===== src/design/ofd_pkg.sv =====
/*
 * Constants and types for the operand decoder.
 * Assumes a single 125 MHz synchronous clock domain shared with the fetch unit.
 */
package ofd_pkg;

    // ------------------------------------------------------------
    // opcodes and encodings
    // ------------------------------------------------------------
    localparam logic [7:0] OP_ADD_RR = 8'h04;
    localparam logic [7:0] OP_ADD_IR = 8'h05;
    localparam logic [7:0] OP_ADD_IM = 8'h06;
    localparam logic [7:0] OP_JR = 8'h8b;
    localparam logic [7:0] OP_JP_DA = 8'h8d;
    localparam logic [7:0] OP_CALL_DA = 8'hd6;
    localparam logic [7:0] OP_TRAP = 8'hf2;
    localparam logic [7:0] OP_BIT = 8'he2;
    localparam logic [7:0] OP_INCW = 8'ha0;
    localparam logic [7:0] OP_INCW_WP = 8'ha1;
    localparam logic [7:0] OP_LDX = 8'he8;
    localparam logic [7:0] OP_LDX_IDX = 8'hc7;
    localparam logic [3:0] ESC_NIBBLE = 4'he;
    localparam int BIT_POL_POS = 7;
    localparam int BIT_NUM_LSB = 4;
    localparam int BIT_REG_LSB = 0;

    // ------------------------------------------------------------
    // decode kinds and states
    // ------------------------------------------------------------
    typedef enum logic [3:0] {
        K_NONE = 4'h0, K_ADD_RR = 4'h1, K_ADD_IM = 4'h2, K_JR = 4'h3,
        K_DA = 4'h4, K_TRAP = 4'h5, K_BIT = 4'h6, K_PAIR = 4'h7,
        K_WPAIR = 4'h8, K_EXT = 4'h9, K_IDX = 4'ha
    } ofd_kind_t;

    typedef enum logic [1:0] {
        S_OPC = 2'b00, S_B1 = 2'b01, S_B2 = 2'b10, S_B3 = 2'b11
    } ofd_state_t;

    typedef struct packed {
        logic [7:0] byte_val;
        logic [15:0] addr;
    } ofd_fetch_t;

    typedef struct packed {
        logic valid;
        logic illegal;
        logic [7:0] opcode;
        logic [11:0] src_reg;
        logic [11:0] dst_reg;
        logic [7:0] literal_byte_operand;
        logic [2:0] bit_num;
        logic polarity;
        logic [15:0] absolute_target_operand;
        logic [15:0] branch_target;
        logic [7:0] trap_vector;
        logic [7:0] index_disp;
    } ofd_decode_t;

    typedef struct packed {
        ofd_state_t st;
        ofd_kind_t kind;
        logic [7:0] b1;
        logic [7:0] b2;
        ofd_decode_t out;
    } ofd_regs_t;

endpackage


===== src/design/ofd_decoder.sv =====
/*
 * Operand field decoder: gathers opcode and operand bytes from the fetch
 * stream and presents resolved operand fields to the datapath.
 * Assumes fetch offers one byte per cycle with its address, same clock.
 */
`timescale 1ns/1ns
`default_nettype none
module ofd_decoder (
    // clock and reset
    input wire logic CORE_CLK_I,
    input wire logic RESET_I,
    // fetch stream
    input wire logic FETCH_VALID_I,
    input wire ofd_pkg::ofd_fetch_t FETCH_I,
    // register pointer from the flags/control file
    input wire logic [7:0] WORKING_GROUP_POINTER_I,
    // decoded instruction
    output logic [$bits(ofd_pkg::ofd_decode_t)-1:0] DECODE_O
);
    import ofd_pkg::*;

    ofd_regs_t r;
    ofd_regs_t next_r;

    // ------------------------------------------------------------
    // helpers
    // ------------------------------------------------------------
    // escaped byte takes the low nibble inside the current working group
    function automatic logic [11:0] reg_addr(input logic [7:0] b,
                                             input logic [7:0] wgp);
        if (b[7:4] == ESC_NIBBLE) begin
            reg_addr = {4'h0, wgp[7:4], b[3:0]};
        end else begin
            reg_addr = {4'h0, b};
        end
    endfunction

    // pairs are forced even; hardware ignores an odd low bit
    function automatic logic [11:0] pair_addr(input logic [7:0] b,
                                              input logic [7:0] wgp);
        logic [11:0] a;
        a = reg_addr(b, wgp);
        pair_addr = {a[11:1], 1'b0};
    endfunction

    function automatic logic [1:0] len_of(input ofd_kind_t k);
        unique case (k)
            K_ADD_RR, K_ADD_IM, K_BIT, K_DA, K_IDX: len_of = 2'd2;
            K_EXT: len_of = 2'd3;
            default: len_of = 2'd1;
        endcase
    endfunction

    function automatic ofd_kind_t kind_of(input logic [7:0] op);
        unique case (op)
            OP_ADD_RR, OP_ADD_IR: kind_of = K_ADD_RR;
            OP_ADD_IM: kind_of = K_ADD_IM;
            OP_JR: kind_of = K_JR;
            OP_JP_DA, OP_CALL_DA: kind_of = K_DA;
            OP_TRAP: kind_of = K_TRAP;
            OP_BIT: kind_of = K_BIT;
            OP_INCW: kind_of = K_PAIR;
            OP_INCW_WP: kind_of = K_WPAIR;
            OP_LDX: kind_of = K_EXT;
            OP_LDX_IDX: kind_of = K_IDX;
            default: kind_of = K_NONE;
        endcase
    endfunction

    // ------------------------------------------------------------
    // next state
    // ------------------------------------------------------------
    always_comb begin
        logic [7:0] b;
        logic [15:0] nxt;
        logic [7:0] wgp;
        b = FETCH_I.byte_val;
        wgp = WORKING_GROUP_POINTER_I;
        nxt = FETCH_I.addr + 16'h0001;
        next_r = r;
        next_r.out.valid = 1'b0;
        if (FETCH_VALID_I) begin
            unique case (r.st)
                S_OPC: begin
                    next_r.kind = kind_of(b);
                    next_r.out = '0;
                    next_r.out.opcode = b;
                    if (kind_of(b) == K_NONE) begin
                        next_r.out.valid = 1'b1;
                        next_r.out.illegal = 1'b1;
                    end else begin
                        next_r.st = S_B1;
                    end
                end
                S_B1: begin
                    next_r.b1 = b;
                    if (len_of(r.kind) == 2'd1) begin
                        next_r.st = S_OPC;
                        next_r.out.valid = 1'b1;
                        unique case (r.kind)
                            K_JR: begin
                                // offset counts from the next instruction
                                next_r.out.branch_target =
                                    nxt + {{8{b[7]}}, b};
                            end
                            K_TRAP: next_r.out.trap_vector = b;
                            K_PAIR: begin
                                next_r.out.dst_reg =
                                    pair_addr(b, wgp);
                            end
                            default: begin
                                // working pair: low nibble, even only
                                next_r.out.dst_reg = {4'h0,
                                    WORKING_GROUP_POINTER_I[7:4],
                                    b[3:1], 1'b0};
                            end
                        endcase
                    end else begin
                        next_r.st = S_B2;
                    end
                end
                S_B2: begin
                    next_r.b2 = b;
                    if (len_of(r.kind) == 2'd2) begin
                        next_r.st = S_OPC;
                        next_r.out.valid = 1'b1;
                        unique case (r.kind)
                            K_ADD_RR: begin
                                // object order is source, then destination
                                next_r.out.src_reg =
                                    reg_addr(r.b1, wgp);
                                next_r.out.dst_reg =
                                    reg_addr(b, wgp);
                            end
                            K_ADD_IM: begin
                                // immediate form puts destination first
                                next_r.out.dst_reg =
                                    reg_addr(r.b1, wgp);
                                next_r.out.literal_byte_operand = b;
                            end
                            K_BIT: begin
                                next_r.out.polarity = r.b1[BIT_POL_POS];
                                next_r.out.bit_num =
                                    r.b1[BIT_NUM_LSB +: 3];
                                next_r.out.dst_reg = {4'h0,
                                    WORKING_GROUP_POINTER_I[7:4],
                                    r.b1[BIT_REG_LSB +: 4]};
                            end
                            K_IDX: begin
                                next_r.out.src_reg =
                                    reg_addr(r.b1, WORKING_GROUP_POINTER_I);
                                next_r.out.index_disp = b;
                            end
                            default: begin
                                next_r.out.absolute_target_operand =
                                    {r.b1, b};
                            end
                        endcase
                    end else begin
                        next_r.st = S_B3;
                    end
                end
                S_B3: begin
                    // extended form: src 12 bits, then dst 12 bits
                    next_r.st = S_OPC;
                    next_r.out.valid = 1'b1;
                    next_r.out.src_reg = {r.b1, r.b2[7:4]};
                    next_r.out.dst_reg = {r.b2[3:0], b};
                end
            endcase
        end
    end

    always_ff @(posedge CORE_CLK_I) begin
        if (RESET_I) begin
            r <= '0;
        end else begin
            r <= next_r;
        end
    end

    assign DECODE_O = r.out;

    // ------------------------------------------------------------
    // checks
    // ------------------------------------------------------------
    add_order_a: assert property (@(posedge CORE_CLK_I)
        disable iff (RESET_I)
        (FETCH_VALID_I && r.st == S_B2 && r.kind == K_ADD_RR
         && r.out.opcode == OP_ADD_RR && r.b1[7:4] != ESC_NIBBLE)
        |=> (r.out.valid && r.out.src_reg == {4'h0, $past(r.b1)}))
        else $error("add source field wrong");
    add_dst_a: assert property (@(posedge CORE_CLK_I)
        disable iff (RESET_I)
        (FETCH_VALID_I && r.st == S_B2 && r.kind == K_ADD_RR
         && FETCH_I.byte_val[7:4] != ESC_NIBBLE)
        |=> r.out.dst_reg[7:0] == $past(FETCH_I.byte_val))
        else $error("add destination field wrong");
    esc_reg_a: assert property (@(posedge CORE_CLK_I)
        disable iff (RESET_I)
        (FETCH_VALID_I && r.st == S_B2 && r.kind == K_ADD_RR
         && r.b1[7:4] == ESC_NIBBLE)
        |=> r.out.src_reg[3:0] == $past(r.b1[3:0])
            && r.out.src_reg[7:4] == $past(WORKING_GROUP_POINTER_I[7:4]))
        else $error("escaped register not combined");
    esc_range_a: assert property (@(posedge CORE_CLK_I)
        disable iff (RESET_I)
        r.out.valid && r.kind == K_ADD_RR |-> r.out.src_reg[11:8] == 4'h0)
        else $error("register address out of range");
    pair_even_a: assert property (@(posedge CORE_CLK_I)
        disable iff (RESET_I)
        r.out.valid && (r.kind == K_PAIR || r.kind == K_WPAIR)
        |-> !r.out.dst_reg[0])
        else $error("pair address odd");
    rel_tgt_a: assert property (@(posedge CORE_CLK_I)
        disable iff (RESET_I)
        (FETCH_VALID_I && r.st == S_B1 && r.kind == K_JR)
        |=> r.out.branch_target == 16'($past(FETCH_I.addr) + 16'h0001
            + {{8{$past(FETCH_I.byte_val[7])}}, $past(FETCH_I.byte_val)}))
        else $error("relative target wrong");
    bit_field_a: assert property (@(posedge CORE_CLK_I)
        disable iff (RESET_I)
        (FETCH_VALID_I && r.st == S_B2 && r.kind == K_BIT)
        |=> r.out.bit_num == $past(r.b1[6:4])
            && r.out.polarity == $past(r.b1[7]))
        else $error("bit fields wrong");
    trap_vec_a: assert property (@(posedge CORE_CLK_I)
        disable iff (RESET_I)
        (FETCH_VALID_I && r.st == S_B1 && r.kind == K_TRAP)
        |=> r.out.valid && r.out.trap_vector == $past(FETCH_I.byte_val))
        else $error("trap vector wrong");
    ext_addr_a: assert property (@(posedge CORE_CLK_I)
        disable iff (RESET_I)
        (FETCH_VALID_I && r.st == S_B3)
        |=> r.out.dst_reg == {$past(r.b2[3:0]), $past(FETCH_I.byte_val)})
        else $error("extended address wrong");
    da_addr_a: assert property (@(posedge CORE_CLK_I)
        disable iff (RESET_I)
        (FETCH_VALID_I && r.st == S_B2 && r.kind == K_DA)
        |=> r.out.absolute_target_operand
            == {$past(r.b1), $past(FETCH_I.byte_val)})
        else $error("direct address wrong");

    // ------------------------------------------------------------
    // opcode capture, idle hold, operand count and operand field checks
    // ------------------------------------------------------------
    opc_take_a: assert property (@(posedge CORE_CLK_I)
        disable iff (RESET_I)
        (FETCH_VALID_I && r.st == S_OPC)
        |=> r.out.valid == r.out.illegal
            && r.out.opcode == $past(FETCH_I.byte_val))
        else $error("opcode capture wrong");
    idle_hold_a: assert property (@(posedge CORE_CLK_I)
        disable iff (RESET_I)
        !FETCH_VALID_I
        |=> !r.out.valid && r.st == $past(r.st)
            && r.out.dst_reg == $past(r.out.dst_reg))
        else $error("state moved on an idle cycle");
    add_len_a: assert property (@(posedge CORE_CLK_I)
        disable iff (RESET_I)
        (FETCH_VALID_I && r.st == S_B1 && r.kind == K_ADD_RR)
        |=> !r.out.valid && r.st == S_B2 && r.b1 == $past(FETCH_I.byte_val))
        else $error("add operand count wrong");
    esc_dst_a: assert property (@(posedge CORE_CLK_I)
        disable iff (RESET_I)
        (FETCH_VALID_I && r.st == S_B2 && r.kind == K_ADD_RR
         && FETCH_I.byte_val[7:4] == ESC_NIBBLE)
        |=> r.out.dst_reg == {4'h0, $past(WORKING_GROUP_POINTER_I[7:4]),
            $past(FETCH_I.byte_val[3:0])})
        else $error("escaped destination not combined");
    imm_dst_a: assert property (@(posedge CORE_CLK_I)
        disable iff (RESET_I)
        (FETCH_VALID_I && r.st == S_B2 && r.kind == K_ADD_IM
         && r.b1[7:4] != ESC_NIBBLE)
        |=> r.out.dst_reg == {4'h0, $past(r.b1)})
        else $error("immediate destination wrong");
    imm_data_a: assert property (@(posedge CORE_CLK_I)
        disable iff (RESET_I)
        (FETCH_VALID_I && r.st == S_B2 && r.kind == K_ADD_IM)
        |=> r.out.literal_byte_operand == $past(FETCH_I.byte_val))
        else $error("literal byte wrong");
    bit_reg_a: assert property (@(posedge CORE_CLK_I)
        disable iff (RESET_I)
        (FETCH_VALID_I && r.st == S_B2 && r.kind == K_BIT)
        |=> r.out.dst_reg == {4'h0, $past(WORKING_GROUP_POINTER_I[7:4]),
            $past(r.b1[3:0])})
        else $error("bit register wrong");
    pair_val_a: assert property (@(posedge CORE_CLK_I)
        disable iff (RESET_I)
        (FETCH_VALID_I && r.st == S_B1 && r.kind == K_PAIR
         && FETCH_I.byte_val[7:4] != ESC_NIBBLE)
        |=> r.out.dst_reg == {4'h0, $past(FETCH_I.byte_val[7:1]), 1'b0})
        else $error("pair address wrong");
    wpair_val_a: assert property (@(posedge CORE_CLK_I)
        disable iff (RESET_I)
        (FETCH_VALID_I && r.st == S_B1 && r.kind == K_WPAIR)
        |=> r.out.dst_reg == {4'h0, $past(WORKING_GROUP_POINTER_I[7:4]),
            $past(FETCH_I.byte_val[3:1]), 1'b0})
        else $error("working pair wrong");
    idx_disp_a: assert property (@(posedge CORE_CLK_I)
        disable iff (RESET_I)
        (FETCH_VALID_I && r.st == S_B2 && r.kind == K_IDX
         && r.b1[7:4] != ESC_NIBBLE)
        |=> r.out.index_disp == $past(FETCH_I.byte_val)
            && r.out.src_reg == {4'h0, $past(r.b1)})
        else $error("indexed operand wrong");
    ext_len_a: assert property (@(posedge CORE_CLK_I)
        disable iff (RESET_I)
        (FETCH_VALID_I && r.st == S_B2 && r.kind == K_EXT)
        |=> !r.out.valid && r.st == S_B3)
        else $error("extended operand count wrong");
    ext_src_a: assert property (@(posedge CORE_CLK_I)
        disable iff (RESET_I)
        (FETCH_VALID_I && r.st == S_B3)
        |=> r.out.src_reg == {$past(r.b1), $past(r.b2[7:4])})
        else $error("extended source wrong");

endmodule
`default_nettype wire


===== config.mk =====
export PLATFORM = sky130hd
export DESIGN_NAME = ofd_decoder
export DESIGN_NICKNAME = d
export VERILOG_FILES = /design/src/design/ofd_pkg.sv /design/src/design/ofd_decoder.sv
export SDC_FILE = /design/constraint.sdc
export NUM_CORES = 1
export LEC_CHECK = 0
export BUFFER_PORTS_ARGS = -buffer_cell sky130_fd_sc_hd__buf_2
export CAP_MARGIN = 10
export CORE_MARGIN = 2
export CORE_UTILIZATION = 62
export CTS_BUF_LIST = sky130_fd_sc_hd__clkbuf_2
export CTS_CLUSTER_SIZE = 30
export DETAILED_ROUTE_END_ITERATION = 7
export GPL_ROUTABILITY_DRIVEN = 1
export PLACE_DENSITY = 0.88
export SYNTH_ARGS = -nofsm -noshare
export SYNTH_HDL_FRONTEND = slang
export SYNTH_SLANG_ARGS = --single-unit
export TNS_END_PERCENT = 50

===== constraint.sdc =====
create_clock -name CORE_CLK_I -period 4.52 [get_ports CORE_CLK_I]
set_input_delay 0.226 -clock CORE_CLK_I [delete_from_list [all_inputs] [get_ports CORE_CLK_I]]
set_output_delay 0.226 -clock CORE_CLK_I [all_outputs]
set_load 0.01 [all_outputs]

==> qor_table.md <==
| Group | Item | Reported |
|---|---|---|
| run status | Run status | finished clean |
| worst setup path | Stage delay of the slowest cell on the critical path | 1.11 ns |
| floorplan | Number of top-level design ports | 129 |
| clock network | Clock tree from TritonCTS | built |
| grt | Pin count of the biggest net entering global routing | 108 |
| grt | Overall track demand over capacity in global routing | 28.2% |
| cells and area | Storage element area | 0.00232 mm2 |
| cells and area | Area growth, synth to finish | 4.38% |
| sta | Highest Clock Rate | 0.287 GHz |
| power and ir drop | Power density normalized to cell area | 311 mW/mm2 |
| sta | Number of slew-limit violations in the final report | 0 |
| routing | Count of antenna-violating nets left after detailed routing | 0 |
| cells and area | Total non-filler cell area in the finished layout | 0.00674 mm2 |
| synth | Count of synthesis-stage warnings from yosys | 0 |
| grt | First-pass GRT wire length | 25.4 mm |
| worst setup path | Crit path launch type | flop |
| synth | Synthesized area per cell | 7.68 um2 |
| power and ir drop | Combinational group share of total power | 13.0% |
| synth | Dominant synthesized flop cell | sky130_fd_sc_hd__dfxtp_1 |
| power and ir drop | Power dissipated by switching net loads | 639 uW |
| worst setup path | Bufs and invs on worst path | 1 |
| routing | Post-detailed-route DRC marker count | 0 |
| routing | Met1 Routed Length | 6.65 mm |
| routing | Highest metal layer with signal wires | met4 |
| synth | Post-synthesis simple-gate area fraction | 23.5% |
| routing | Count of TritonRoute iterations in the first routing pass | 6 |
| clock network | Num Clock Sinks | 116 |
| floorplan | Area of the core region | 0.0102 mm2 |
| clock network | H-tree depth | 4 |
| sta | Setup Viol. Count Final | 0 |
| sta | Maximum clock skew at final layout | 0.0414 ns |
| synth | Share of async-settable or async-resettable flops after synthesis | 0% |
| routing | Post-detailed-route via-to-cell ratio | 5.83 |
| clock network | Clock slew seen by the registers of the worst setup and hold paths | 0.21 ns |
| cells and area | Fillers | 941 |
| cells and area | Area occupied by multi-input gates | 0.00315 mm2 |
| worst setup path | Endpoint type of the worst setup path | flop |
| routing | Routed wirelength normalized by instance count | 16.0 um |
| floorplan | Floorplan die area | 0.0113 mm2 |
| synth | Synthesized flop and latch total | 116 |
| floorplan | Initial core utilization | 63.2% |
| synth | Synth cell types | 64 |
| cells and area | Post-layout net count | 899 |
| worst setup path | Crit path max fanout | 30 |
| synth | Sequential fraction of the synthesis area | 35.9% |
| sta | Final critical delay including setup and external delays | 3.48 ns |
| clock network | Clk_lat worst skew | 0.68 ns |
| cells and area | Proportion of layout cells with a drive suffix above 1 | 21.0% |
| synth | Post-synthesis mux area share | 0.852% |
| routing | DR iter-0 viols | 649 |
| routing | Met3 wire len | 1.12 mm |
| power and ir drop | Peak VDD IR | 0.169 mV |
| sta | Post-route setup TNS | 0 ns |
| clock network | Post-CTS setup buffers | 0 |
| flow run | Max-Cap Viols | 0 |
| worst setup path | Arrival time reported for the critical path endpoint | 4.08 ns |
| synth | Xor/xnor share of the synthesized area | 2.17% |
| worst setup path | Type of the worst setup path | reg -> reg |
| synth | Area share of fa/ha/maj cells after synthesis | 3.21% |
| synth | Post-Synthesis Net Count | 892 |
| synth | Netlist area before placement | 0.00646 mm2 |
| synth | Cell count after synthesis | 841 |
| placed design | Total cell area at the placement stage | 0.00632 mm2 |
| floorplan | Die height | 106 um |
| floorplan | Die boundary width | 106 um |
| power and ir drop | Leakage | 2.75 nW |
| clock network | CTS buffer count | 17 |
| grt | Antenna violations before repair | 0 |
| clock network | Root buffer selected by CTS | sky130_fd_sc_hd__clkbuf_2 |
| cells and area | Diodes inserted | 0 |
| worst setup path | Cells along the critical path | inv_2 > nor2_1 > a22oi_1 > o21ai_1 > nand2_1 > a21oi_1 |
| worst setup path | Data required time at the worst endpoint | 5.12 ns |
| synth | Number of enable-type register cells in the synthesized netlist | 0 |
| synth | Combinational family with the most area after synthesis | simple AND/OR/NAND/NOR gates |
| power and ir drop | Internal Power | 1.46 mW |
| placed design | Worst slack, placed | 1.24 ns |
| grt | Vias in the first global route | 5249 |
| sta | Setup repair after global routing missed its margin | false |
| power and ir drop | Switching share of power | 30.5% |
| clock network | Worst-case clock buffer depth | 2 |
| placed design | HPWL reported at the end of detailed placement | 10.3 mm |
| routing | Routed wire length | 15.9 mm |
| synth | Synthesized-area fraction occupied by ao, oa, aoi and oai cells | 19.0% |
| power and ir drop | Part of the total power dissipated in the clock network | 36.9% |
| placed design | Gpl congestion | 0.861 |
| sta | Slew at the pin closest to its max-slew limit | 1.12 ns |
| power and ir drop | Final Power | 2.10 mW |
| grt | Total congestion overflow after global routing | 0 |
| worst setup path | Cell at the slowest stage of the critical path | sky130_fd_sc_hd__dfxtp_1 |
| sta | Final cycle utilization of the critical path | 77.0% |
| sta | Max transition margin | 25.2% |
| floorplan | Row count | 37 |
| sta | Number of endpoints with negative hold slack in the final report | 0 |
| routing | Via total after detailed routing | 5815 |
| power and ir drop | Flop pwr share | 50.0% |
| worst setup path | Cell class contributing the biggest share of worst-path delay | compound AO/OA/AOI/OAI gates |
| routing | Sum of met2 wire segment lengths after detailed routing | 7.68 mm |
| placed design | Buffers on Ports | 124 |
| sta | Final worst-path setup slack | 1.04 ns |
| worst hold path | Path class of the lowest-slack min-delay path | in -> reg |
cells in the mapped netlist, drive strengths merged, types with 4 or more instances:
library cell  instances  area, um2
nand2               122        458
a21oi               107        547
a22o                  6       52.6
xnor2                 9       78.8
nand3                70        350
mux2                  4       45.0
nand3b                4       30.0
and3                  6       37.5
a22oi                 4       30.0
nor2                 50        188
nor2b                 7       43.8
inv                  12       45.0
nand4                 6       43.8
o21a                  8       60.1
o211ai                6       45.0
dfxtp               116       2320
nand2b               19        119
a211oi                6       45.0
nor3                 16       90.1
o21ai                35        179
xor2                  7       61.3
o22ai                 4       25.0
clkbuf               37        139
buf                 115        808
ha                   15        188
a221oi                4       35.0
power by group through the flow:
| stage | registers (mW) | clock network [mW] | logic [mW] |
|---|---|---|---|
| 2_1_floorplan | 1.06 | 0 | 0.209 |
| 3_3_place_gp | 1.07 | 0 | 0.255 |
| 3_5_place_dp | 1.07 | 0 | 0.260 |
| 4_1_cts | 1.05 | 0.780 | 0.270 |
| 5_1_grt | 1.05 | 0.831 | 0.300 |
| 6_report | 1.05 | 0.775 | 0.274 |
worst min-delay path, stage by stage:
cell and delay (ns):
sky130_fd_sc_hd__buf_2 0.29, sky130_fd_sc_hd__nand3_1 0.14, sky130_fd_sc_hd__a21oi_1 0.06
stage by stage:
stage	std cells	utilization, %	hold slack (ns)
final	997	65.9	0.0633
after global placement	951	61.8	0.432
after CTS	997	65.9	0.0197
after global routing	997	65.9	0.00969
after floorplan	841	-	0.426
after detailed placement	951	61.8	0.438
sequential cells by signal, summed over array words and instances (netlist names):
name / cells
DECODE_O: 94
r: 22
final cells by class:
| class | instances | share of cell area [%] |
|---|---|---|
| multi-input combinational | 561 | 46.7 |
| sequential | 116 | 34.5 |
| timing repair buffer | 140 | 11.5 |
| clock inverter | 15 | 2.89 |
| tap | 136 | 2.52 |
| clock buffer | 17 | 1.26 |
| inverter | 12 | 0.668 |
kinds of logic after synthesis:
family          after synthesis
buf+inv                     164
compound gates              205
mux                           5
flops                       116
simple gates                319
xor+xnor                     16
fa+ha+maj                    16
worst paths after layout:
check / from / end / slack (ns) / cells after the start
max: r[114]$_SDFFE_PP0P_ / DECODE_O[60]$_SDFFE_PP0P_ / 1.04 / 6
min: FETCH_I[23] / DECODE_O[7]$_SDFFE_PP0P_ / 0.06 / 3
max reg2reg: r[114]$_SDFFE_PP0P_ / DECODE_O[60]$_SDFFE_PP0P_ / 1.04 / 6
min reg2reg: DECODE_O[28]$_SDFFE_PP0P_ / DECODE_O[28]$_SDFFE_PP0P_ / 0.46 / 2
layer usage:
layer  vias to the layer above  GRT usage [%]
met5                         -              0
met4                         0           13.0
met3                        55           6.81
met2                       251           45.7
met1                      2674           35.6
li1                       2835              -
cells in the final DEF, fill, tap and decap left out, types with 5 or more instances in the layout:
cell	n
sky130_fd_sc_hd__buf_2	123
sky130_fd_sc_hd__nand2_1	122
sky130_fd_sc_hd__dfxtp_1	115
sky130_fd_sc_hd__a21oi_1	106
sky130_fd_sc_hd__nand3_1	70
sky130_fd_sc_hd__nor2_1	50
sky130_fd_sc_hd__o21ai_0	25
sky130_fd_sc_hd__nand2b_1	19
sky130_fd_sc_hd__clkbuf_2	17
sky130_fd_sc_hd__ha_1	15
sky130_fd_sc_hd__nor3_1	14
sky130_fd_sc_hd__dlygate4sd3_1	14
sky130_fd_sc_hd__o21ai_1	9
sky130_fd_sc_hd__xnor2_1	9
sky130_fd_sc_hd__inv_1	8
sky130_fd_sc_hd__o21a_1	8
sky130_fd_sc_hd__xor2_1	7
sky130_fd_sc_hd__nor2b_1	7
sky130_fd_sc_hd__a211oi_1	6
sky130_fd_sc_hd__and3_1	6
sky130_fd_sc_hd__o211ai_1	6
sky130_fd_sc_hd__a22o_1	6
sky130_fd_sc_hd__inv_6	6
sky130_fd_sc_hd__nand4_1	5
repair_timing:
action | CTS | global route
hold buffers | 14 | 0
setup endpoints to repair | 0 | 0
gates resized for setup | 0 | 0
endpoints found under the hold margin | 48 | 0
(Power assumes the default switching activity.)
